==> src/pkg/itfd_pkg.sv <==
package itfd_pkg;
  localparam int NUM_TERM   = 15;
  localparam int CODE_W     = 5;
  localparam int FREQ_W     = 16;
  // Terminal slot order: 0..6 base, 7..9 analog, 10 expansion analog, 11..14 expansion digital
  localparam int SLOT_AI_LO = 7;
  localparam int SLOT_AI4   = 10;
  localparam int SLOT_EXP_X = 11;

  // Function-select codes
  localparam logic [CODE_W-1:0] FN_NONE     = 5'h00;
  localparam logic [CODE_W-1:0] FN_RUN      = 5'h01;
  localparam logic [CODE_W-1:0] FN_FWD_REV  = 5'h02;
  localparam logic [CODE_W-1:0] FN_STOP3    = 5'h03;
  localparam logic [CODE_W-1:0] FN_JOG_FWD  = 5'h04;
  localparam logic [CODE_W-1:0] FN_JOG_REV  = 5'h05;
  localparam logic [CODE_W-1:0] FN_UP       = 5'h06;
  localparam logic [CODE_W-1:0] FN_DOWN     = 5'h07;
  localparam logic [CODE_W-1:0] FN_OFS_CLR  = 5'h08;
  localparam logic [CODE_W-1:0] FN_COAST    = 5'h09;
  localparam logic [CODE_W-1:0] FN_FLT_RST  = 5'h0A;
  localparam logic [CODE_W-1:0] FN_PRESET0  = 5'h0B;
  localparam int                NUM_CODES   = 32;

  localparam logic [NUM_TERM-1:0][CODE_W-1:0] FSEL_RST = {
    5'h00, 5'h00, 5'h00, 5'h00, 5'h00, 5'h00, 5'h00, 5'h00,
    5'h0A, 5'h0E, 5'h0D, 5'h0C, 5'h0B, 5'h02, 5'h01};

  localparam logic [1:0] CMD_SRC_TERMINAL = 2'h1;
  localparam logic [1:0] MODE_3WIRE_A     = 2'h2;
  localparam logic [1:0] MODE_3WIRE_B     = 2'h3;

  // Register byte addresses
  localparam logic [7:0] ADDR_FSEL_BASE = 8'h00;
  localparam logic [7:0] ADDR_FSEL_LAST = 8'h38;
  localparam logic [7:0] ADDR_CTRL      = 8'h40;
  localparam logic [7:0] ADDR_RATE      = 8'h44;
  localparam logic [7:0] ADDR_STATUS    = 8'h48;
  localparam logic [7:0] ADDR_OFFSET    = 8'h4C;
  localparam logic [7:0] ADDR_SETF      = 8'h50;

  // CTRL and STATUS fields
  localparam int CTRL_SRC_LSB  = 0;
  localparam int CTRL_MODE_LSB = 2;
  localparam int CTRL_AI_LSB   = 4;
  localparam int CTRL_AI4_BIT  = 7;
  localparam int CTRL_EXP_BIT  = 8;
  localparam int CTRL_NOREV    = 9;
  localparam int CTRL_MAINA    = 10;
  localparam int STAT_FAULT    = 16;
  localparam int STAT_RUN      = 17;

  localparam logic [15:0] RATE_RST = 16'h0001;
  localparam logic [15:0] SETF_RST = 16'h0000;

  localparam int OFS_TICK_US     = 1000;
  localparam int CLK_MHZ         = 50;
  localparam int OFS_TICK_CYCLES = OFS_TICK_US * CLK_MHZ;
endpackage

==> src/design/itfd_top.sv <==
// Design decisions made here: the APB slave port and the address map.
`timescale 1ns/100ps
// Behaviour
// - Fifteen input terminals each carry their own function-select code choosing the command they drive.
// - Select codes reset to 1, 2, 11, 12, 13, 14, 10 for base inputs one to seven and 0 for all others.
// - The three analog inputs act as function terminals only while enabled for digital use.
// - With the expansion card fitted, four more digital inputs become terminals, and one analog input does too while enabled for digital use.
// - A terminal coded 0 has no effect on any command.
// - Code 1 issues run while active, only under terminal command source.
// - Code 2 drives forward/reverse under terminal command source.
// - Code 3 issues stop only under terminal command source with a 3-wire mode (2 or 3).
// - Codes 4 and 5 jog forward and reverse under terminal source; both together ramp to stop.
// - With reverse prohibited the reverse jog is disabled.
// - Code 6 raises and code 7 lowers the frequency offset at the configured rate while active and source A takes part.
// - Code 8 clears the up/down offset to zero.
// - Final source A frequency is set frequency plus offset, only while source A takes part; offset is readable.
// - Code 9 while running blocks output at once so the motor coasts.
// - Code 10 resets a fault like the keypad reset button.
// - Codes 11 to 14 form a four-bit preset speed code; zero defers to source A; unassigned bits read zero.
module itfd_top
  import itfd_pkg::*;
#(
  parameter int TICK_CYCLES = itfd_pkg::OFS_TICK_CYCLES
) (
  input  wire logic                                clk_in,
  input  wire logic                                rst_n_in,
  input  wire logic [10:0]                         digital_terminal_inputs_in,
  input  wire logic [2:0]                          analog_inputs_as_digital_in,
  input  wire logic                                expansion_analog_input_in,
  input  wire logic                                running_in,
  input  wire logic                                fault_in,
  input  wire logic                                psel_in,
  input  wire logic                                penable_in,
  input  wire logic                                pwrite_in,
  input  wire logic [7:0]                          paddr_in,
  input  wire logic [31:0]                         pwdata_in,
  output logic [31:0]                              prdata_out,
  output logic                                     pready_out,
  output logic                                     pslverr_out,
  output logic                                     run_cmd_out,
  output logic                                     fwd_rev_out,
  output logic                                     stop3_out,
  output logic                                     jog_forward_out,
  output logic                                     jog_reverse_out,
  output logic                                     ramp_stop_out,
  output logic                                     coast_stop_out,
  output logic                                     fault_reset_out,
  output logic [3:0]                               preset_speed_sel_out,
  output logic [itfd_pkg::FREQ_W-1:0]              final_freq_a_out
);
  import itfd_pkg::*;

  // The offset prescaler is 16 bits wide, so larger tick counts cannot be served
  if (TICK_CYCLES < 1 || TICK_CYCLES > 65535) begin : g_tick_check
    $error("TICK_CYCLES out of range");
  end


  localparam logic [15:0] TICK_LAST = 16'(TICK_CYCLES - 1);

  typedef struct packed {
    logic [NUM_TERM-1:0]             sync1;
    logic [NUM_TERM-1:0]             sync2;
    logic [NUM_TERM-1:0][CODE_W-1:0] fsel;
    logic [1:0]                      cmd_src;
    logic [1:0]                      mode;
    logic [2:0]                      ai_en;
    logic                            ai4_en;
    logic                            exp_fit;
    logic                            no_rev;
    logic                            main_a;
    logic [15:0]                     rate;
    logic [15:0]                     setf;
    logic signed [15:0]              offset;
    logic [15:0]                     tick_cnt;
    logic                            flt_rst_prev;
    logic [31:0]                     prdata;
    logic                            pready;
    logic                            pslverr;
    logic                            run_cmd;
    logic                            fwd_rev;
    logic                            stop3;
    logic                            jog_f;
    logic                            jog_r;
    logic                            ramp_stop;
    logic                            coast;
    logic                            flt_rst;
    logic [3:0]                      preset;
    logic [FREQ_W-1:0]               final_f;
  } itfd_state_s;

  itfd_state_s state_reg;
  itfd_state_s state_next;

  logic [NUM_TERM-1:0]  raw_terms;
  logic [NUM_TERM-1:0]  term_ok;
  logic [NUM_CODES-1:0] act;
  logic                 term_src;
  logic                 tick;
  logic                 wr_en;
  logic [31:0]          ctrl_word;
  logic signed [16:0]   ofs_sum;
  logic signed [17:0]   freq_sum;

  assign raw_terms = {digital_terminal_inputs_in[10:7], expansion_analog_input_in,
                      analog_inputs_as_digital_in, digital_terminal_inputs_in[6:0]};

  always_comb begin
    state_next = state_reg;
    // Only sync1 feeds sync2; decode looks at sync2 alone
    state_next.sync1 = raw_terms;
    state_next.sync2 = state_reg.sync1;

    // Slot qualification for analog and expansion terminals
    term_ok = '1;
    for (int i = 0; i < 3; i++) begin
      term_ok[SLOT_AI_LO + i] = state_reg.ai_en[i];
    end
    term_ok[SLOT_AI4] = state_reg.exp_fit & state_reg.ai4_en;
    for (int i = SLOT_EXP_X; i < NUM_TERM; i++) begin
      term_ok[i] = state_reg.exp_fit;
    end

    act = '0;
    for (int i = 0; i < NUM_TERM; i++) begin
      if (state_reg.sync2[i] && term_ok[i]) begin
        act[state_reg.fsel[i]] = 1'b1;
      end
    end
    act[FN_NONE] = 1'b0;

    term_src = (state_reg.cmd_src == CMD_SRC_TERMINAL);
    state_next.run_cmd = term_src & act[FN_RUN];
    state_next.fwd_rev = term_src & act[FN_FWD_REV];
    state_next.stop3 = term_src & act[FN_STOP3] &
                       (state_reg.mode == MODE_3WIRE_A || state_reg.mode == MODE_3WIRE_B);
    state_next.ramp_stop = term_src & act[FN_JOG_FWD] & act[FN_JOG_REV];
    state_next.jog_f = term_src & act[FN_JOG_FWD] & ~act[FN_JOG_REV];
    // Reverse jog is the one blocked when reverse running is prohibited
    state_next.jog_r = term_src & act[FN_JOG_REV] & ~act[FN_JOG_FWD] & ~state_reg.no_rev;
    state_next.coast = act[FN_COAST] & running_in;
    // One-cycle pulse per press, like a keypad button; only acts on a standing fault
    state_next.flt_rst_prev = act[FN_FLT_RST];
    state_next.flt_rst = act[FN_FLT_RST] & ~state_reg.flt_rst_prev & fault_in;
    for (int b = 0; b < 4; b++) begin
      state_next.preset[b] = act[int'(FN_PRESET0) + b];
    end

    // Offset ramp prescaler
    tick = (state_reg.tick_cnt == TICK_LAST);
    state_next.tick_cnt = tick ? 16'h0000 : state_reg.tick_cnt + 16'h0001;

    ofs_sum = 17'sh00000;
    if (act[FN_OFS_CLR]) begin
      state_next.offset = 16'sh0000;
    end else if (state_reg.main_a && tick && (act[FN_UP] ^ act[FN_DOWN])) begin
      if (act[FN_UP]) begin
        ofs_sum = 17'(state_reg.offset) + signed'({1'b0, state_reg.rate});
      end else begin
        ofs_sum = 17'(state_reg.offset) - signed'({1'b0, state_reg.rate});
      end
      // Saturate instead of wrapping so a held key cannot flip the sign
      if (ofs_sum > 17'sh07FFF) begin
        state_next.offset = 16'sh7FFF;
      end else if (ofs_sum < -17'sh08000) begin
        state_next.offset = -16'sh8000;
      end else begin
        state_next.offset = ofs_sum[15:0];
      end
    end

    freq_sum = signed'({2'b00, state_reg.setf}) + 18'(state_reg.offset);
    if (!state_reg.main_a) begin
      state_next.final_f = state_reg.setf;
    end else if (freq_sum < 18'sh00000) begin
      state_next.final_f = '0;
    end else if (freq_sum > 18'sh0FFFF) begin
      state_next.final_f = '1;
    end else begin
      state_next.final_f = freq_sum[FREQ_W-1:0];
    end

    // APB: setup cycle prepares the answer, access phase shows it with pready high
    ctrl_word = '0;
    ctrl_word[CTRL_SRC_LSB +: 2]  = state_reg.cmd_src;
    ctrl_word[CTRL_MODE_LSB +: 2] = state_reg.mode;
    ctrl_word[CTRL_AI_LSB +: 3]   = state_reg.ai_en;
    ctrl_word[CTRL_AI4_BIT]       = state_reg.ai4_en;
    ctrl_word[CTRL_EXP_BIT]       = state_reg.exp_fit;
    ctrl_word[CTRL_NOREV]         = state_reg.no_rev;
    ctrl_word[CTRL_MAINA]         = state_reg.main_a;
    wr_en = psel_in & penable_in & state_reg.pready & pwrite_in;
    state_next.pready  = psel_in & ~penable_in;
    state_next.pslverr = 1'b0;
    state_next.prdata  = '0;
    if (psel_in && !penable_in) begin
      if (paddr_in <= ADDR_FSEL_LAST && paddr_in[1:0] == 2'b00) begin
        state_next.prdata = 32'(state_reg.fsel[paddr_in[7:2]]);
      end else begin
        case (paddr_in)
          ADDR_CTRL: begin
            state_next.prdata = ctrl_word;
          end
          ADDR_RATE: begin
            state_next.prdata = 32'(state_reg.rate);
          end
          ADDR_STATUS: begin
            state_next.prdata = 32'(state_reg.sync2);
            state_next.prdata[STAT_FAULT] = fault_in;
            state_next.prdata[STAT_RUN] = running_in;
          end
          ADDR_OFFSET: begin
            state_next.prdata = 32'(state_reg.offset);
          end
          ADDR_SETF: begin
            state_next.prdata = 32'(state_reg.setf);
          end
          default: begin
            state_next.pslverr = 1'b1;
          end
        endcase
      end
    end
    if (wr_en && !state_reg.pslverr) begin
      if (paddr_in <= ADDR_FSEL_LAST) begin
        state_next.fsel[paddr_in[7:2]] = pwdata_in[CODE_W-1:0];
      end else begin
        case (paddr_in)
          ADDR_CTRL: begin
            state_next.cmd_src = pwdata_in[CTRL_SRC_LSB +: 2];
            state_next.mode    = pwdata_in[CTRL_MODE_LSB +: 2];
            state_next.ai_en   = pwdata_in[CTRL_AI_LSB +: 3];
            state_next.ai4_en  = pwdata_in[CTRL_AI4_BIT];
            state_next.exp_fit = pwdata_in[CTRL_EXP_BIT];
            state_next.no_rev  = pwdata_in[CTRL_NOREV];
            state_next.main_a  = pwdata_in[CTRL_MAINA];
          end
          ADDR_RATE: begin
            state_next.rate = {1'b0, pwdata_in[14:0]};
          end
          ADDR_SETF: begin
            state_next.setf = pwdata_in[15:0];
          end
          default: begin
            state_next.rate = state_reg.rate;
          end
        endcase
      end
    end
  end

  always_ff @(posedge clk_in) begin
    if (!rst_n_in) begin
      state_reg         <= '0;
      state_reg.fsel    <= FSEL_RST;
      state_reg.cmd_src <= CMD_SRC_TERMINAL;
      state_reg.main_a  <= 1'b1;
      state_reg.rate    <= RATE_RST;
      state_reg.setf    <= SETF_RST;
    end else begin
      state_reg <= state_next;
    end
  end

  assign prdata_out           = state_reg.prdata;
  assign pready_out           = state_reg.pready;
  assign pslverr_out          = state_reg.pslverr;
  assign run_cmd_out          = state_reg.run_cmd;
  assign fwd_rev_out          = state_reg.fwd_rev;
  assign stop3_out            = state_reg.stop3;
  assign jog_forward_out      = state_reg.jog_f;
  assign jog_reverse_out      = state_reg.jog_r;
  assign ramp_stop_out        = state_reg.ramp_stop;
  assign coast_stop_out       = state_reg.coast;
  assign fault_reset_out      = state_reg.flt_rst;
  assign preset_speed_sel_out = state_reg.preset;
  assign final_freq_a_out     = state_reg.final_f;
endmodule

==> config.mk <==
export PLATFORM = sky130hd
export DESIGN_NAME = itfd_top
export DESIGN_NICKNAME = d
export VERILOG_FILES = /design/src/pkg/itfd_pkg.sv /design/src/design/itfd_top.sv
export SDC_FILE = /design/constraint.sdc
export NUM_CORES = 1
export LEC_CHECK = 0
export BUFFER_PORTS_ARGS = -buffer_cell sky130_fd_sc_hd__buf_2
export CAP_MARGIN = 20
export CORE_UTILIZATION = 45
export DETAILED_ROUTE_END_ITERATION = 16
export GPL_TIMING_DRIVEN = 0
export PLACE_DENSITY = 0.67
export RECOVER_POWER = 25
export SYNTH_ARGS = -nofsm -noshare
export SYNTH_HDL_FRONTEND = slang
export SYNTH_SLANG_ARGS = --single-unit
==> constraint.sdc <==
create_clock -name clk_in -period 6.1 [get_ports clk_in]
set_input_delay 0.61 -clock clk_in [delete_from_list [all_inputs] [get_ports clk_in]]
set_output_delay 0.61 -clock clk_in [all_outputs]
set_load 0.02 [all_outputs]
; Yosys cells after proc, flatten, opt, wreduce, memory -nomap -nowiden
; Index checks and enable logic that the tools add are counted.
[totals]
in_bits = 62
regBits = 242
out_inout_bits = 62
word_cells = 237
[op_classes]
add_sub_neg = 4
n_eq_ne = 9
n_bitwise = 41
reduce_logical = 42
order_cmp = 37
mux = 61
[op_table]
columns = operator, n
row1 = $mux 15, 15
row2 = $or 15x15->15, 14
row3 = $pmux 32 s5, 1
row4 = $lt 5x6->1 const B, 15
row5 = $mux 16, 5
row6 = $bwmux 75, 1
row7 = $demux 1 s5, 15
row8 = $ge 5x1->1 const B, 15
row9 = $mux 17, 3
row10 = $eq 8x7->1 const B, 5
row11 = $logic_and 1x1->1, 29
row12 = $bmux 5 s4, 1
row13 = $demux 5 s4, 1
row14 = $add 17x16->18, 1
row15 = $and 1x1->1, 18
row16 = $gt 18x17->1 const B, 1
row17 = $lt 18x1->1 const B, 1
row18 = $add 16x16->17, 1
row19 = $gt 17x16->1 const B, 1
row20 = $lt 17x16->1 const B, 1
row21 = $sub 16x16->17, 1
row22 = $add 16x1->16 const B, 1
row23 = $eq 16x16->1 const B, 1
row24 = $mux 1, 16
row25 = other kinds (16), 31

; Longest topological paths before layout
[depth]
ltp_word = 40
mapped_depth = 21
ltp_nobuf = 18

; Least setup slack after synthesis
; No wires, ideal clock.
[synth_timing]
path_kind = reg2reg
start = register state_reg[167] (netlist bit)
end = register state_reg[83] (netlist bit)
t_required_ns = 5.978
n_path_buf = 3
path_slack_ns = 1.554
synth_period_minus_slack_ns = 4.546
stages_incl_launch_ff = 20
t_arrival_ns = 4.424
setup_ns = 0.122
cell_sequence = dfxtp_1 buf_2 nor2_1 nand2_1 nor2_1 or4_4 a211oi_4 clkbuf_1 nand2_1 xnor2_1 ha_1 a2111oi_0 o21a_1 nor3_1 o41ai_1 o31a_1 xor2_1 a21boi_2 buf_4 a221o_1
[synth_between]
elab_chain_cells = 30
elab_cells_between_ends = 35
cone_classes = 4 x order compare / 17 x mux / 11 x bitwise / 3 x reduce/logical
[synth_lines]
columns = item, line_no
row1 = start: declaration, itfd_top.sv:92  ; itfd_state_s state_reg;
row2 = start signal: assignment, itfd_top.sv:261  ; state_reg <= state_next;
row3 = $lt 5x6->1 (implied by the code) / $ge 5x1->1 (equally long branches), itfd_top.sv:127  ; act[state_reg.fsel[i]] = 1'b1;
row4 = $logic_and 1x1->1 (implied by the code), itfd_top.sv:127
row5 = $mux 1 (implied by the code), itfd_top.sv:127
row6 = $demux 1 s5 *, itfd_top.sv:127
row7 = $or 15x15->15 (no source line) *, -
row8 = $mux 15 *, itfd_top.sv:126  ; if (state_reg.sync2[i] && term_ok[i]) begin
row9 = $or 15x15->15 (no source line), -
row10 = $mux 15 *, itfd_top.sv:126
row11 = (+14 left out), -
row12 = $or 15x15->15 (no source line), -
row13 = $mux 15 *, itfd_top.sv:126
row14 = $mux 17, itfd_top.sv:157  ; if (act[FN_UP]) begin
row15 = $mux 17, itfd_top.sv:156  ; end else if (state_reg.main_a && tick && (act[FN_UP] ^ act[FN_DOWN])) begin
row16 = $mux 17, itfd_top.sv:154  ; if (act[FN_OFS_CLR]) begin
row17 = $lt 17x16->1, itfd_top.sv:165  ; end else if (ofs_sum < -17'sh08000) begin
row18 = $mux 16, itfd_top.sv:165
row19 = $mux 16, itfd_top.sv:163  ; if (ofs_sum > 17'sh07FFF) begin
; Mark *: on every way between the ends. The rest lies on a longest branch, timed or not. The select of a mux whose other input is x is not followed.
; A chain may end at the register's enable or synchronous reset.

; Worst setup path in the final report
[layout_timing]
start = register state_reg[193] (netlist bit)
end = register state_reg[84] (netlist bit)
[layout_between]
elab_chain_cells = 18
elab_cells_between_ends = 23
cone_classes = 4 x order compare / 11 x mux / 5 x bitwise / 3 x reduce/logical
[layout_lines]
columns = item, line_no
row1 = $lt 5x6->1 (implied by the code) / $ge 5x1->1 (equally long branches), itfd_top.sv:127
row2 = $logic_and 1x1->1 (implied by the code), itfd_top.sv:127
row3 = $mux 1 (implied by the code), itfd_top.sv:127
row4 = $demux 1 s5 *, itfd_top.sv:127
row5 = $or 15x15->15 (no source line) *, -
row6 = $mux 15 *, itfd_top.sv:126
row7 = $or 15x15->15 (no source line), -
row8 = $mux 15 *, itfd_top.sv:126
row9 = (+2 left out), -
row10 = $or 15x15->15 (no source line), -
row11 = $mux 15 *, itfd_top.sv:126
row12 = $mux 17, itfd_top.sv:157
row13 = $mux 17, itfd_top.sv:156
row14 = $mux 17, itfd_top.sv:154
row15 = $lt 17x16->1, itfd_top.sv:165
row16 = $mux 16, itfd_top.sv:165
row17 = $mux 16, itfd_top.sv:163
; Marks and branches as above.

==> qor.csv <==
metric,value,unit
status,finished clean,
synth_edf_count,0,
crit_chain,"nand4b_1, nor2_1, a211oi_1, o211ai_1, a211oi_4, clkbuf_1, o31ai_1, xnor2_1, ha_1, o21a_1, o31a_1, o41a_1, o21ai_1, o221ai_1, a21oi_2, xor2_1, a21boi_2, buf_4, a221o_1",
start_kind,flop,
synth_top_area_cell,dfxtp_1,
wire_per_inst,23.3,um
relSlewSlack,25.0,%
clk_latency,0.55,ns
maxCapViolCount,0,
fin_tns_setup,0,ns
fin_skew,0.0181,ns
syn_inst,1550,
synthAdderAreaFrac,3.75,%
syn_area,13400,um2
critPathRequiredTime,6.53,ns
row_count,62,
cts_hold_buffers,0,
worstMarginPinSlew,1.10,ns
syn_avg_cell_area,8.62,um2
drc_errors,0,
ys_types,84,
synth_top_family_by_area,simple AND/OR/NAND/NOR gates,
initial_core_util,46.2,%
numClockSinks,229,
ios,124,
via_count,12700,
drt-total-wl,48.6,mm
cp-end-kind,flop,
fp.dieH,174,um
die-area,30400,um2
clock-root-buffer,clkbuf_16,
critPathBufInv,2,
path_class,flop to flop,
grt_pass1_wl,72.2,mm
layout_commonest_cell,dfxtp_1,
synth_simple_gate_area_share,24.6,%
grt_overflow,0,
crit_fanout,10,
async_flop_share,0,%
largest_reg_flops,154,
setup_viol,0,
hold_viol,0,
drt_iter0_markers,1319,
slowest_delay,0.57,ns
cts_tree,yes,
synth_seq_cells,229,
muxShareOfSynthArea,13.5,%
drtPass1Iterations,7,
fmax,176,MHz
total_power,0.00337,W
clk_pin_slew_worst_paths,0.06,ns
synth_ff_type,dfxtp_1,
area_growth_syn_to_layout,14.0,%
power.leakage,5.71,nW
ys_seq_area_share,34.3,%
synth_area_leaders,"dfxtp_1 (34%), mux2i_1 (9.8%), nor2_1 (6.1%)",
place_congestion,0.961,
antenna_left,0,
core,28900,um2
mostFrequentLayoutCells,"dfxtp_1 (229), nor2_1 (218), mux2i_1 (131)",
clk_path_buf_depth,3,
grt_setup_unrepaired,no,
cts_buffers,26,
antenna_found_initial,1,
synth_xor_xnor_area_share,3.74,%
dieWidth,174,um
powerDensity,222,nW/um2
grt_util_all_layers,31.4,%
period_needed,5.67,ns
io_buffers,101,
h-tree-depth,1,
synth_compound_area_share,13.7,%
vdd_drop_max,0.201,mV
hp-class,input port to flop,
vias_per_cell,6.11,
drive_above_1_share,13.9,%
syn_nets,1649,
layout.cells.non_filler,2086,
first_global_vias,11900,
dp_hpwl,37.7,mm
finalCritPeriodShare,92.9,%
yosys.area.top_type_share,34.3,%
critPathTopFamily,compound AO/OA/AOI/OAI gates,
placedCellCount,2037,
grt_max_degree,15,
ys_warn_count,0,
finalMaxSlewViolations,0,
cp_slowest_cell,a211oi_4,
worstPathArrival,6.10,ns
nets,1780,
[layer usage]
| metal | global-route usage (%) | vias up | routed length, um |
|---|---|---|---|
| met5 | 0 | - | 0 |
| met4 | 13.5 | 0 | 2220 |
| met3 | 6.74 | 124 | 5110 |
| met2 | 47.5 | 689 | 20700 |
| met1 | 42.9 | 6084 | 20600 |
| li1 | - | 5850 | - |
[area by class of cell]
class	count	area (um2)
multi-input combinational	1161	7930
fill	2769	13700
sequential	229	4580
clock inverter	18	248
clock buffer	30	676
tap	384	480
antenna	1	2.50
buffer	138	767
timing repair buffer	103	460
inverter	22	82.6
[synthesized netlist by cell type (all sizes together) (34+ instances only)]
cell type	instances
dfxtp	229
nor2	220
mux2i	131
nand2	118
buf	91
o21ai	57
nor4	55
a21oi	53
clkbuf	47
xnor2	37
ha	35
nor3	35
and2	34
[cells by family (layout without fill, tap and decap cells)]
| group | Yosys count | count (layout) |
|---|---|---|
| AOI/OAI and AO/OA | 266 | 266 |
| muxes | 154 | 154 |
| xor gates and xnor gates | 57 | 57 |
| buffers and inverters | 160 | 311 |
| other | 0 | 1 |
| DFF | 229 | 229 |
| adders and majority gates | 39 | 39 |
| and+or+nand+nor | 645 | 645 |
[per-stage QoR]
step	hold slack (ns)	setup slack, ns	instance area [um2]	utilization, %
CTS	0.250	0.411	15300	52.8
global route	0.262	0.0866	15200	52.6
floorplan	0.412	1.55	13400	-
global placement	0.416	0.412	14300	49.6
detailed placement	0.418	0.444	14400	49.6
finish	0.261	0.431	15200	52.6
[report_power, final]
group / switching [W] / leakage, nW / total, W / internal, W
registers: 0.0000139 / 1.85 / 0.00152 / 0.00151
clock network: 0.000683 / 0.455 / 0.00170 / 0.00102
logic: 0.000105 / 3.40 / 0.000152 / 0.0000468
total: 0.000802 / 5.71 / 0.00337 / 0.00257
[what timing repair did]
| action | 4_1_cts | 5_1_grt |
|---|---|---|
| setup endpoints to repair | 0 | 10 |
| buffers inserted | 0 | 0 |
| resized for setup | 0 | 1 |
[worst paths after layout]
path	slack [ns]	from	end	cells past startpoint
setup / recovery	0.43	state_reg[193]	state_reg[84]	19
hold / removal	0.26	digital_terminal_inputs_in[4]	state_next[217]	2
setup reg to reg	0.43	state_reg[193]	state_reg[84]	19
hold reg to reg	0.43	state_next[225]	state_reg[225]	1
No activity file was read; power rests on OpenSTA's default activity.
